`config.mk`:
```
export PLATFORM = sky130hd
export DESIGN_NAME = uefc_core
export DESIGN_NICKNAME = d
export VERILOG_FILES = /design/src/core/uefc_core.v
export VERILOG_INCLUDE_DIRS = /design/src /design/src/core
export SDC_FILE = /design/constraint.sdc
export NUM_CORES = 1
export LEC_CHECK = 0
export BUFFER_PORTS_ARGS = -buffer_cell sky130_fd_sc_hd__buf_2
export CORE_MARGIN = 10
export CORE_UTILIZATION = 52
export DETAILED_ROUTE_END_ITERATION = 7
export GPL_ROUTABILITY_DRIVEN = 0
export GPL_TIMING_DRIVEN = 1
export MAX_ROUTING_LAYER = met4
export PLACE_DENSITY_LB_ADDON = 0.25
export SLEW_MARGIN = 20
export SYNTH_ARGS = -nofsm -noshare
export SYNTH_HDL_FRONTEND = slang
export SYNTH_SLANG_ARGS = --single-unit
```
`constraint.sdc`:
```
create_clock -name pclk -period 9.1 [get_ports pclk]
set_input_delay 1.82 -clock pclk [delete_from_list [all_inputs] [get_ports pclk]]
set_output_delay 1.82 -clock pclk [all_outputs]
set_load 0.02 [all_outputs]
```
`src/core/uefc_consts.vh`:
```
// constants for the enhanced flow-control block of one uart channel
`ifndef UEFC_CONSTS_VH
`define UEFC_CONSTS_VH

// ==========================================================
// register indices (byte address = 4 * index)
`define UEFC_IDX_FEAT     6'h0A
`define UEFC_IDX_RES_A    6'h0B
`define UEFC_IDX_RES_B    6'h0C
`define UEFC_IDX_STOP_A   6'h0D
`define UEFC_IDX_STOP_B   6'h0E
`define UEFC_IDX_RFS      6'h0F
`define UEFC_IDX_TTL      6'h10
`define UEFC_IDX_FCL      6'h12
`define UEFC_IDX_FCH      6'h13
`define UEFC_IDX_FILL     6'h15
`define UEFC_IDX_ISR      6'h20
`define UEFC_IDX_IMR      6'h21

// ==========================================================
// enhanced_feature_ctrl fields
`define UEFC_FEAT_RXM_LO  0
`define UEFC_FEAT_TXM_LO  2
`define UEFC_FEAT_ENH     4
`define UEFC_FEAT_SCD     5
`define UEFC_FEAT_ARTS    6
`define UEFC_FEAT_ACTS    7

// flow-control mode codes (both two-bit fields)
`define UEFC_FC_OFF       2'h0
`define UEFC_FC_SET_B     2'h1
`define UEFC_FC_SET_A     2'h2
`define UEFC_FC_BOTH      2'h3

// ==========================================================
// remote_flow_status fields
`define UEFC_RFS_TERM     0
`define UEFC_RFS_RDIS     1
`define UEFC_RFS_XDET     2
`define UEFC_RFS_SDET     3

// interrupt status / mask fields
`define UEFC_IRQ_CHAR     0
`define UEFC_IRQ_TX       1
`define UEFC_IRQ_W        2

// ==========================================================
// reset values and rx fill-level maximum
`define UEFC_RST_BYTE     8'h00
`define UEFC_RST_IRQ      2'h0
`define UEFC_FILL_MAX     8'hFF

`endif

```
`src/core/uefc_core.v`:
```
// enhanced flow control of one uart channel with an apb register slave
`timescale 1ns/1ps
`default_nettype none
`include "uefc_consts.vh"

// Summary of operation
// tx in-band on: send stop above high level, resume below low level
// software sets enhanced mode before automatic tx in-band control works
// tx mode 00 off, 01 uses set b, 10 uses set a, 11 reserved
// enhanced-mode bit resets to zero; one enables enhanced functions
// special detection compares received chars with both stop characters
// software enables special detection whenever in-band control is on
// auto rts in enhanced mode drives rts_n high at high threshold
// forced-high rts_n released once fill drops below low threshold
// auto cts in enhanced mode holds data while cts_n is high
// status bit shows transmitter held off by remote terminate
// status bit shows stop or rts message has been sent
// resume/stop received sets a status bit cleared by reading
// special character detected sets a status bit cleared by reading
// detect status also raises the priority six interrupt source
// eight-bit tx interrupt trigger level, reset zero, sets tx interrupt
// upper four bits of remote_flow_status read zero
// received stop halts after current char; matching resume restarts
// low and high thresholds are eight-bit registers resetting zero
// rx fill level counts characters written and read in rx fifo
module uefc_core (
  input  wire        pclk,
  input  wire        presetn,
  input  wire [7:0]  paddr,
  input  wire        psel,
  input  wire        penable,
  input  wire        pwrite,
  input  wire [31:0] pwdata,
  output reg  [31:0] prdata,
  output wire        pready,
  output wire        pslverr,
  input  wire        rx_valid,
  input  wire [7:0]  rx_char,
  input  wire        rx_pop,
  input  wire        src_valid,
  input  wire [7:0]  src_data,
  output wire        src_ready,
  output reg         tx_valid,
  output reg  [7:0]  tx_char,
  input  wire        tx_ready,
  input  wire [7:0]  tx_level,
  input  wire        modem_rts_on,
  input  wire        cts_n,
  output reg         rts_n,
  output wire        irq
);

  // ========================================================
  // registers
  reg  [7:0] enhanced_feature_ctrl, resume_char_a, resume_char_b;
  reg  [7:0] stop_char_a, stop_char_b, tx_irq_threshold;
  reg  [7:0] flow_low, flow_high, rx_fill_level;
  reg  [`UEFC_IRQ_W-1:0] irq_status, irq_mask;

  // flow state
  reg        stop_sent, rts_forced, rx_halt, xdet, sdet;
  reg        cts_s1, cts_s2, tx_low_d;

  // ========================================================
  // field views
  wire       enh, scd_en, arts_en, acts_en;
  wire [1:0] rx_mode, tx_mode;

  assign enh     = enhanced_feature_ctrl[`UEFC_FEAT_ENH];
  assign rx_mode = enhanced_feature_ctrl[`UEFC_FEAT_RXM_LO+1:`UEFC_FEAT_RXM_LO];
  assign tx_mode = enhanced_feature_ctrl[`UEFC_FEAT_TXM_LO+1:`UEFC_FEAT_TXM_LO];
  assign scd_en  = enhanced_feature_ctrl[`UEFC_FEAT_SCD];
  assign arts_en = enhanced_feature_ctrl[`UEFC_FEAT_ARTS] & enh;
  assign acts_en = enhanced_feature_ctrl[`UEFC_FEAT_ACTS] & enh;

  // ========================================================
  // apb decode
  wire [5:0] idx;
  wire       acc, wr, rd, setup_rd;
  reg        mapped;

  assign idx      = paddr[7:2];
  assign acc      = psel & penable;
  assign wr       = acc & pwrite & mapped;
  assign rd       = acc & ~pwrite & mapped;
  assign setup_rd = psel & ~penable & ~pwrite;
  assign pready   = 1'b1;
  assign pslverr  = acc & ~mapped;

  always @* begin
    case (idx)
      `UEFC_IDX_FEAT,
      `UEFC_IDX_RES_A,
      `UEFC_IDX_RES_B,
      `UEFC_IDX_STOP_A,
      `UEFC_IDX_STOP_B,
      `UEFC_IDX_RFS,
      `UEFC_IDX_TTL,
      `UEFC_IDX_FCL,
      `UEFC_IDX_FCH,
      `UEFC_IDX_FILL,
      `UEFC_IDX_ISR,
      `UEFC_IDX_IMR: mapped = 1'b1;
      default:       mapped = 1'b0;
    endcase
  end

  // ========================================================
  // status view and read mux
  wire       cts_hold;
  wire [7:0] rfs_view;
  reg  [7:0] next_rd;

  // cts_s2 high means the peer deasserts clear-to-send
  assign cts_hold = acts_en & cts_s2;

  assign rfs_view = {4'h0,
                     sdet,
                     xdet,
                     stop_sent | rts_forced,
                     rx_halt | cts_hold};

  always @* begin
    case (idx)
      `UEFC_IDX_FEAT:   next_rd = enhanced_feature_ctrl;
      `UEFC_IDX_RES_A:  next_rd = resume_char_a;
      `UEFC_IDX_RES_B:  next_rd = resume_char_b;
      `UEFC_IDX_STOP_A: next_rd = stop_char_a;
      `UEFC_IDX_STOP_B: next_rd = stop_char_b;
      `UEFC_IDX_RFS:    next_rd = rfs_view;
      `UEFC_IDX_TTL:    next_rd = tx_irq_threshold;
      `UEFC_IDX_FCL:    next_rd = flow_low;
      `UEFC_IDX_FCH:    next_rd = flow_high;
      `UEFC_IDX_FILL:   next_rd = rx_fill_level;
      `UEFC_IDX_ISR:    next_rd = {6'h00, irq_status};
      `UEFC_IDX_IMR:    next_rd = {6'h00, irq_mask};
      default:          next_rd = 8'h00;
    endcase
  end

  // read data is captured in the setup cycle; the read-clear
  // later only drops bits that this capture actually saw
  always @(posedge pclk or negedge presetn) begin
    if (!presetn) begin
      prdata <= 32'h0000_0000;
    end else if (setup_rd) begin
      prdata <= {24'h00_0000, next_rd};
    end
  end

  wire rfs_rd, xdet_clr, sdet_clr;

  assign rfs_rd   = rd & (idx == `UEFC_IDX_RFS);
  assign xdet_clr = rfs_rd & prdata[`UEFC_RFS_XDET];
  assign sdet_clr = rfs_rd & prdata[`UEFC_RFS_SDET];

  // ========================================================
  // writable registers
  always @(posedge pclk or negedge presetn) begin
    if (!presetn) begin
      enhanced_feature_ctrl <= `UEFC_RST_BYTE;
      resume_char_a         <= `UEFC_RST_BYTE;
      resume_char_b         <= `UEFC_RST_BYTE;
      stop_char_a           <= `UEFC_RST_BYTE;
      stop_char_b           <= `UEFC_RST_BYTE;
      tx_irq_threshold      <= `UEFC_RST_BYTE;
      flow_low              <= `UEFC_RST_BYTE;
      flow_high             <= `UEFC_RST_BYTE;
      irq_mask              <= `UEFC_RST_IRQ;
    end else if (wr) begin
      case (idx)
        `UEFC_IDX_FEAT:   enhanced_feature_ctrl <= pwdata[7:0];
        `UEFC_IDX_RES_A:  resume_char_a <= pwdata[7:0];
        `UEFC_IDX_RES_B:  resume_char_b <= pwdata[7:0];
        `UEFC_IDX_STOP_A: stop_char_a <= pwdata[7:0];
        `UEFC_IDX_STOP_B: stop_char_b <= pwdata[7:0];
        `UEFC_IDX_TTL:    tx_irq_threshold <= pwdata[7:0];
        `UEFC_IDX_FCL:    flow_low <= pwdata[7:0];
        `UEFC_IDX_FCH:    flow_high <= pwdata[7:0];
        `UEFC_IDX_IMR:    irq_mask <= pwdata[`UEFC_IRQ_W-1:0];
        default:          irq_mask <= irq_mask;
      endcase
    end
  end

  // ========================================================
  // rx fill level
  wire push, pop;

  assign push = rx_valid & (rx_fill_level != `UEFC_FILL_MAX);
  assign pop  = rx_pop & (rx_fill_level != 8'h00);

  // a push and a pop in the same cycle cancel out
  always @(posedge pclk or negedge presetn) begin
    if (!presetn) begin
      rx_fill_level <= `UEFC_RST_BYTE;
    end else if (push & ~pop) begin
      rx_fill_level <= rx_fill_level + 8'h01;
    end else if (pop & ~push) begin
      rx_fill_level <= rx_fill_level - 8'h01;
    end
  end

  wire above_high, at_high, below_low;

  assign above_high = rx_fill_level > flow_high;
  assign at_high    = rx_fill_level >= flow_high;
  assign below_low  = rx_fill_level < flow_low;

  // ========================================================
  // received character matching
  wire is_stop_a, is_stop_b, is_res_a, is_res_b;
  reg  stop_hit, res_hit;
  wire spec_hit;

  assign is_stop_a = rx_char == stop_char_a;
  assign is_stop_b = rx_char == stop_char_b;
  assign is_res_a  = rx_char == resume_char_a;
  assign is_res_b  = rx_char == resume_char_b;

  always @* begin
    case (rx_mode)
      `UEFC_FC_SET_B: begin
        stop_hit = is_stop_b;
        res_hit  = is_res_b;
      end
      `UEFC_FC_SET_A: begin
        stop_hit = is_stop_a;
        res_hit  = is_res_a;
      end
      `UEFC_FC_BOTH: begin
        stop_hit = is_stop_a | is_stop_b;
        res_hit  = is_res_a | is_res_b;
      end
      default: begin
        stop_hit = 1'b0;
        res_hit  = 1'b0;
      end
    endcase
  end

  assign spec_hit = rx_valid & enh & scd_en & (is_stop_a | is_stop_b);

  wire xdet_ev;

  assign xdet_ev = rx_valid & (stop_hit | res_hit);

  // ========================================================
  // receive-side state; a new event wins over a read-clear
  always @(posedge pclk or negedge presetn) begin
    if (!presetn) begin
      rx_halt <= 1'b0;
      xdet    <= 1'b0;
      sdet    <= 1'b0;
    end else begin
      if (rx_mode == `UEFC_FC_OFF) begin
        rx_halt <= 1'b0;
      end else if (rx_valid & stop_hit) begin
        rx_halt <= 1'b1;
      end else if (rx_valid & res_hit) begin
        rx_halt <= 1'b0;
      end
      if (xdet_ev) begin
        xdet <= 1'b1;
      end else if (xdet_clr) begin
        xdet <= 1'b0;
      end
      if (spec_hit) begin
        sdet <= 1'b1;
      end else if (sdet_clr) begin
        sdet <= 1'b0;
      end
    end
  end

  // ========================================================
  // cts synchroniser and automatic rts
  always @(posedge pclk or negedge presetn) begin
    if (!presetn) begin
      cts_s1 <= 1'b1;
      cts_s2 <= 1'b1;
    end else begin
      cts_s1 <= cts_n;
      cts_s2 <= cts_s1;
    end
  end

  always @(posedge pclk or negedge presetn) begin
    if (!presetn) begin
      rts_forced <= 1'b0;
    end else if (~arts_en) begin
      rts_forced <= 1'b0;
    end else if (at_high) begin
      rts_forced <= 1'b1;
    end else if (below_low) begin
      rts_forced <= 1'b0;
    end
  end

  always @(posedge pclk or negedge presetn) begin
    if (!presetn) begin
      rts_n <= 1'b1;
    end else begin
      rts_n <= rts_forced | ~modem_rts_on;
    end
  end

  // ========================================================
  // transmit path with in-band character insertion
  wire       tx_fc_on, need_stop, need_resume, load, data_go;
  reg  [7:0] ins_stop, ins_resume;

  // reserved mode 11 is treated as off
  assign tx_fc_on = enh &
                    ((tx_mode == `UEFC_FC_SET_B) |
                     (tx_mode == `UEFC_FC_SET_A));

  assign need_stop   = tx_fc_on & ~stop_sent & above_high;
  assign need_resume = tx_fc_on & stop_sent & below_low;

  always @* begin
    if (tx_mode == `UEFC_FC_SET_B) begin
      ins_stop   = stop_char_b;
      ins_resume = resume_char_b;
    end else begin
      ins_stop   = stop_char_a;
      ins_resume = resume_char_a;
    end
  end

  // flow characters go ahead of data and ignore the hold-offs,
  // otherwise a halted link could never be told to resume
  assign load      = ~tx_valid | tx_ready;
  assign src_ready = load & ~need_stop & ~need_resume &
                     ~rx_halt & ~cts_hold;
  assign data_go   = src_valid & src_ready;

  always @(posedge pclk or negedge presetn) begin
    if (!presetn) begin
      tx_valid  <= 1'b0;
      tx_char   <= 8'h00;
      stop_sent <= 1'b0;
    end else begin
      if (load & need_stop) begin
        tx_valid  <= 1'b1;
        tx_char   <= ins_stop;
        stop_sent <= 1'b1;
      end else if (load & need_resume) begin
        tx_valid  <= 1'b1;
        tx_char   <= ins_resume;
        stop_sent <= 1'b0;
      end else begin
        if (~tx_fc_on) begin
          stop_sent <= 1'b0;
        end
        if (data_go) begin
          tx_valid <= 1'b1;
          tx_char  <= src_data;
        end else if (tx_ready) begin
          tx_valid <= 1'b0;
        end
      end
    end
  end

  // ========================================================
  // interrupts: sticky status, write one to clear, mask
  wire                  tx_low;
  wire [`UEFC_IRQ_W-1:0] irq_set;
  wire [`UEFC_IRQ_W-1:0] irq_clr;

  assign tx_low = tx_level <= tx_irq_threshold;

  assign irq_set[`UEFC_IRQ_CHAR] = xdet_ev | spec_hit;
  assign irq_set[`UEFC_IRQ_TX]   = tx_low & ~tx_low_d;
  assign irq_clr = (wr & (idx == `UEFC_IDX_ISR)) ?
                   pwdata[`UEFC_IRQ_W-1:0] : `UEFC_RST_IRQ;

  always @(posedge pclk or negedge presetn) begin
    if (!presetn) begin
      irq_status <= `UEFC_RST_IRQ;
      tx_low_d   <= 1'b0;
    end else begin
      irq_status <= irq_set | (irq_status & ~irq_clr);
      tx_low_d   <= tx_low;
    end
  end

  assign irq = |(irq_status & irq_mask);

endmodule
`default_nettype wire

```
==> summary.md <==
| Metric | Value |
|---|---|
| Status | finished, final reports clean |
| Required time worst endpoint | roughly 7300 ps |
| Clk pin slew, worst setup/hold paths | approximately 70 ps |
| Met2 Use GR | 0.332 |
| Reg2reg end | rx_fill_level[7] |
| Final setup TNS | 0 ps |
| Synth Area in XOR/XNOR | 0.0539 |
| Final setup vio count | 0 |
| Post-CTS setup buffer count | 0 |
| CP arrival | 2920 ps |
| VDD IR max | 146 uV |
| Crit path kind | input port to output port |
| Vias in the first global route | roughly 5100 |
| R2R depth | 11 |
| Post-DP Area | 6720 sq um |
| DRC | 0 |
| Unrepaired setup endpoints after global routing | false |
| Max FO, Critical Path | 8 |
| Vias post-DR | slightly below 5000 |
| Vias per cell | ~6 |
| HPWL after DPL | between 10 and 15 mm |
| Max_cap viols | 0 |
| Layout Area Growth over Synthesis | 10.2% |
| Pleak | 3.38 nW |
| Longest Clk Path Bufs | 2 |
| Final hold vios | 0 |
| GR Layer Usage met1 | 0.255 |
| Hold Crit Start | cts_s1 |
| Grt peak-use layer | met2 |
| Measured slew at the worst slew-check pin | approximately 1100 ps |
| Setup slack, reg-to-reg | ~5900 ps |
| First-pass GRT wire length | between 20 and 30 mm |
| EDFF count, synth | 0 |
| Total wire length | around 17 mm |
| Met3 Usage GRT | 0.0435 |
| Fin Clk Skew | between 10 and 15 ps |
| Num CTS Buffers | 9 |
| Clock latency on the worst-skew pair | around 360 ps |
| Ant diodes | 0 |
| DRT antenna net count | 0 |
| Register area share after synthesis | 0.403 |
| Die width | between 100 and 150 um |
| Synthesized area per cell | 10.6 sq um |
| DRT iter0 DRCs | slightly below 500 |
| Overall die area | 17000 sq um |
| Seq cells post-synth | just over 100 |
| CTS tree | built |
| Complex-gate fraction of the synthesized area | 0.136 |
| Post-layout minimum cycle time | around 4700 ps |
| Post-synthesis mux area share | 0.146 |
| Pin count of the biggest net entering global routing | 73 |
| Setup crit end kind | output port |
| Tcrit/Tclk final | 0.521 |
| Die height | approximately 130 um |
| # resized after CTS | 0 |
| Cell variety after synth | 65 |
| Rows | 40 |
| # nets final | 765 |
| Mapped Cells | 596 |
| Initial Util | 0.530 |
| Hold path endpoint | cts_s2 |
| Root buffer cell | clkbuf_16 |
| Worst R2R Start | rx_fill_level[1] |
| Crit start category | input port |
| Port Buffer Count | 69 |
| Drt wl/cell | roughly 21 um |
| Clk sinks | between 100 and 150 |
| Final instance area | ~7000 sq um |
| P per Cell Area | 181 nW/um^2 |
| Most common cell after layout, fill and taps aside | dfrtp_1 |
| Area share of and/or/nand/nor cells after synthesis | 0.136 |
| Hold-critical path depth | 0 |
| Async set-reset flop share out of synthesis | 1.00 |
| Tot GR Track Use | 0.207 |
| Post-synth top area share | 0.391 |
| Fin. max-slew vios | 0 |
| Peak Freq | 0.211 GHz |
| Hold_buf cts | 0 |
| Initial DRT Pass Iterations | 6 |
| Initial antenna violation count | 0 |
| Ys Warns | 0 |
| Remaining Overflow, GRT | 0 |
| Core Area | around 12000 sq um |
| Most frequent cells in the layout | dfrtp_1 (99), mux2_2 (75), buf_2 (68) |
| Hold crit path type | register to register |
| Top_reg_cell synth | dfrtp_1 |
| Htree depth | 3 |
| Synth area leaders | dfrtp_1 (39%), mux2_2 (13%), ha_1 (6.1%) |
| Normalized max-slew margin | 0.277 |
| Largest family of logic cells by synthesized area | multiplexers |
| Cell Area, Synth | 6340 sq um |
| Synth area leader | dfrtp_1 |
| Post-Synth Adder-Cell Area | 0.0643 |
| Io pins | 121 |
| Layout cells sized above 1 | 0.276 |
-- state kept, by name (all words and copies together), names as in the netlist, 8 cells and up --
signal and cells:
enhanced_feature_ctrl 8, flow_high 8, flow_low 8, prdata 8
resume_char_a 8, resume_char_b 8, rx_fill_level 8, stop_char_a 8
stop_char_b 8, tx_char 8, tx_irq_threshold 8
-- power breakdown --
part           internal, mW  switching, mW
sequential            0.488         0.0639
combinational         0.145          0.203
clock                 0.188          0.176
-- critical path, stage by stage --
cell	delay, ps
buf_2	150
nor4b_4	490
and2b_1	230
nor3_1	60
buf_2	170
-- final cells by class --
class | count | area [sq um]
Sequential cell | 102 | 2560
Clock inverter | 6 | 47.5
Timing Repair Buffer | 71 | 363
Tap cell | 147 | 184
Multi-Input combinational cell | 444 | 3500
Inverter | 30 | 113
Fill cell | 1025 | 4970
Clock buffer | 10 | 229
-- synth_stat cells (9+ instances only) --
cell type,instances
clkbuf_1,11
mux2_2,75
a21oi_1,17
o21ai_0,20
and3_1,9
buf_4,25
a22oi_1,13
nand2_1,35
nor2_1,20
nor2b_1,9
a222oi_1,11
nand4_1,13
a31oi_1,13
ha_1,31
xnor2_1,21
xor2_1,18
inv_1,30
dfrtp_1,99
-- routing by layer --
layer | share of wire | vias up
met3 | 0.070 | 33
met4 | 0.023 | 0
li1 | - | 2274
met1 | 0.43 | 2454
met2 | 0.48 | 181
met5 | 0 | -
-- how the worst max path moves through the flow --
stage | end | startpoint | slack (ps) | depth (start not counted)
after floorplan | pslverr | paddr[4] | 4580 | 4
after global placement | pslverr | paddr[5] | 4420 | 5
after detailed placement | pslverr | paddr[5] | 4350 | 5
after CTS | pslverr | paddr[5] | 4340 | 5
after global routing | pslverr | paddr[3] | 4230 | 6
final | pslverr | paddr[5] | 4360 | 5
-- through the flow --
step | util | setup slack [ps] | std cells | hold slack, ps | total power [mW]
2_1_floorplan | - | 4580 | 619 | 345 | 0.792
3_3_place_gp | 0.561 | 4420 | 794 | 346 | 0.876
3_5_place_dp | 0.561 | 4350 | 794 | 351 | 0.904
4_1_cts | 0.585 | 4340 | 810 | 362 | 1.27
5_1_grt | 0.585 | 4230 | 810 | 363 | 1.34
6_report | 0.585 | 4360 | 810 | 361 | 1.26
-- cells by family after synthesis --
group                      count (synthesis)
adders and majority gates                 32
and+or+nand+nor                          143
buffers and inverters                     73
muxes                                     83
AOI/OAI and AO/OA                        122
xor gates and xnor gates                  39
other                                      2
DFF                                      102
Power figures use the tool's default switching activity.
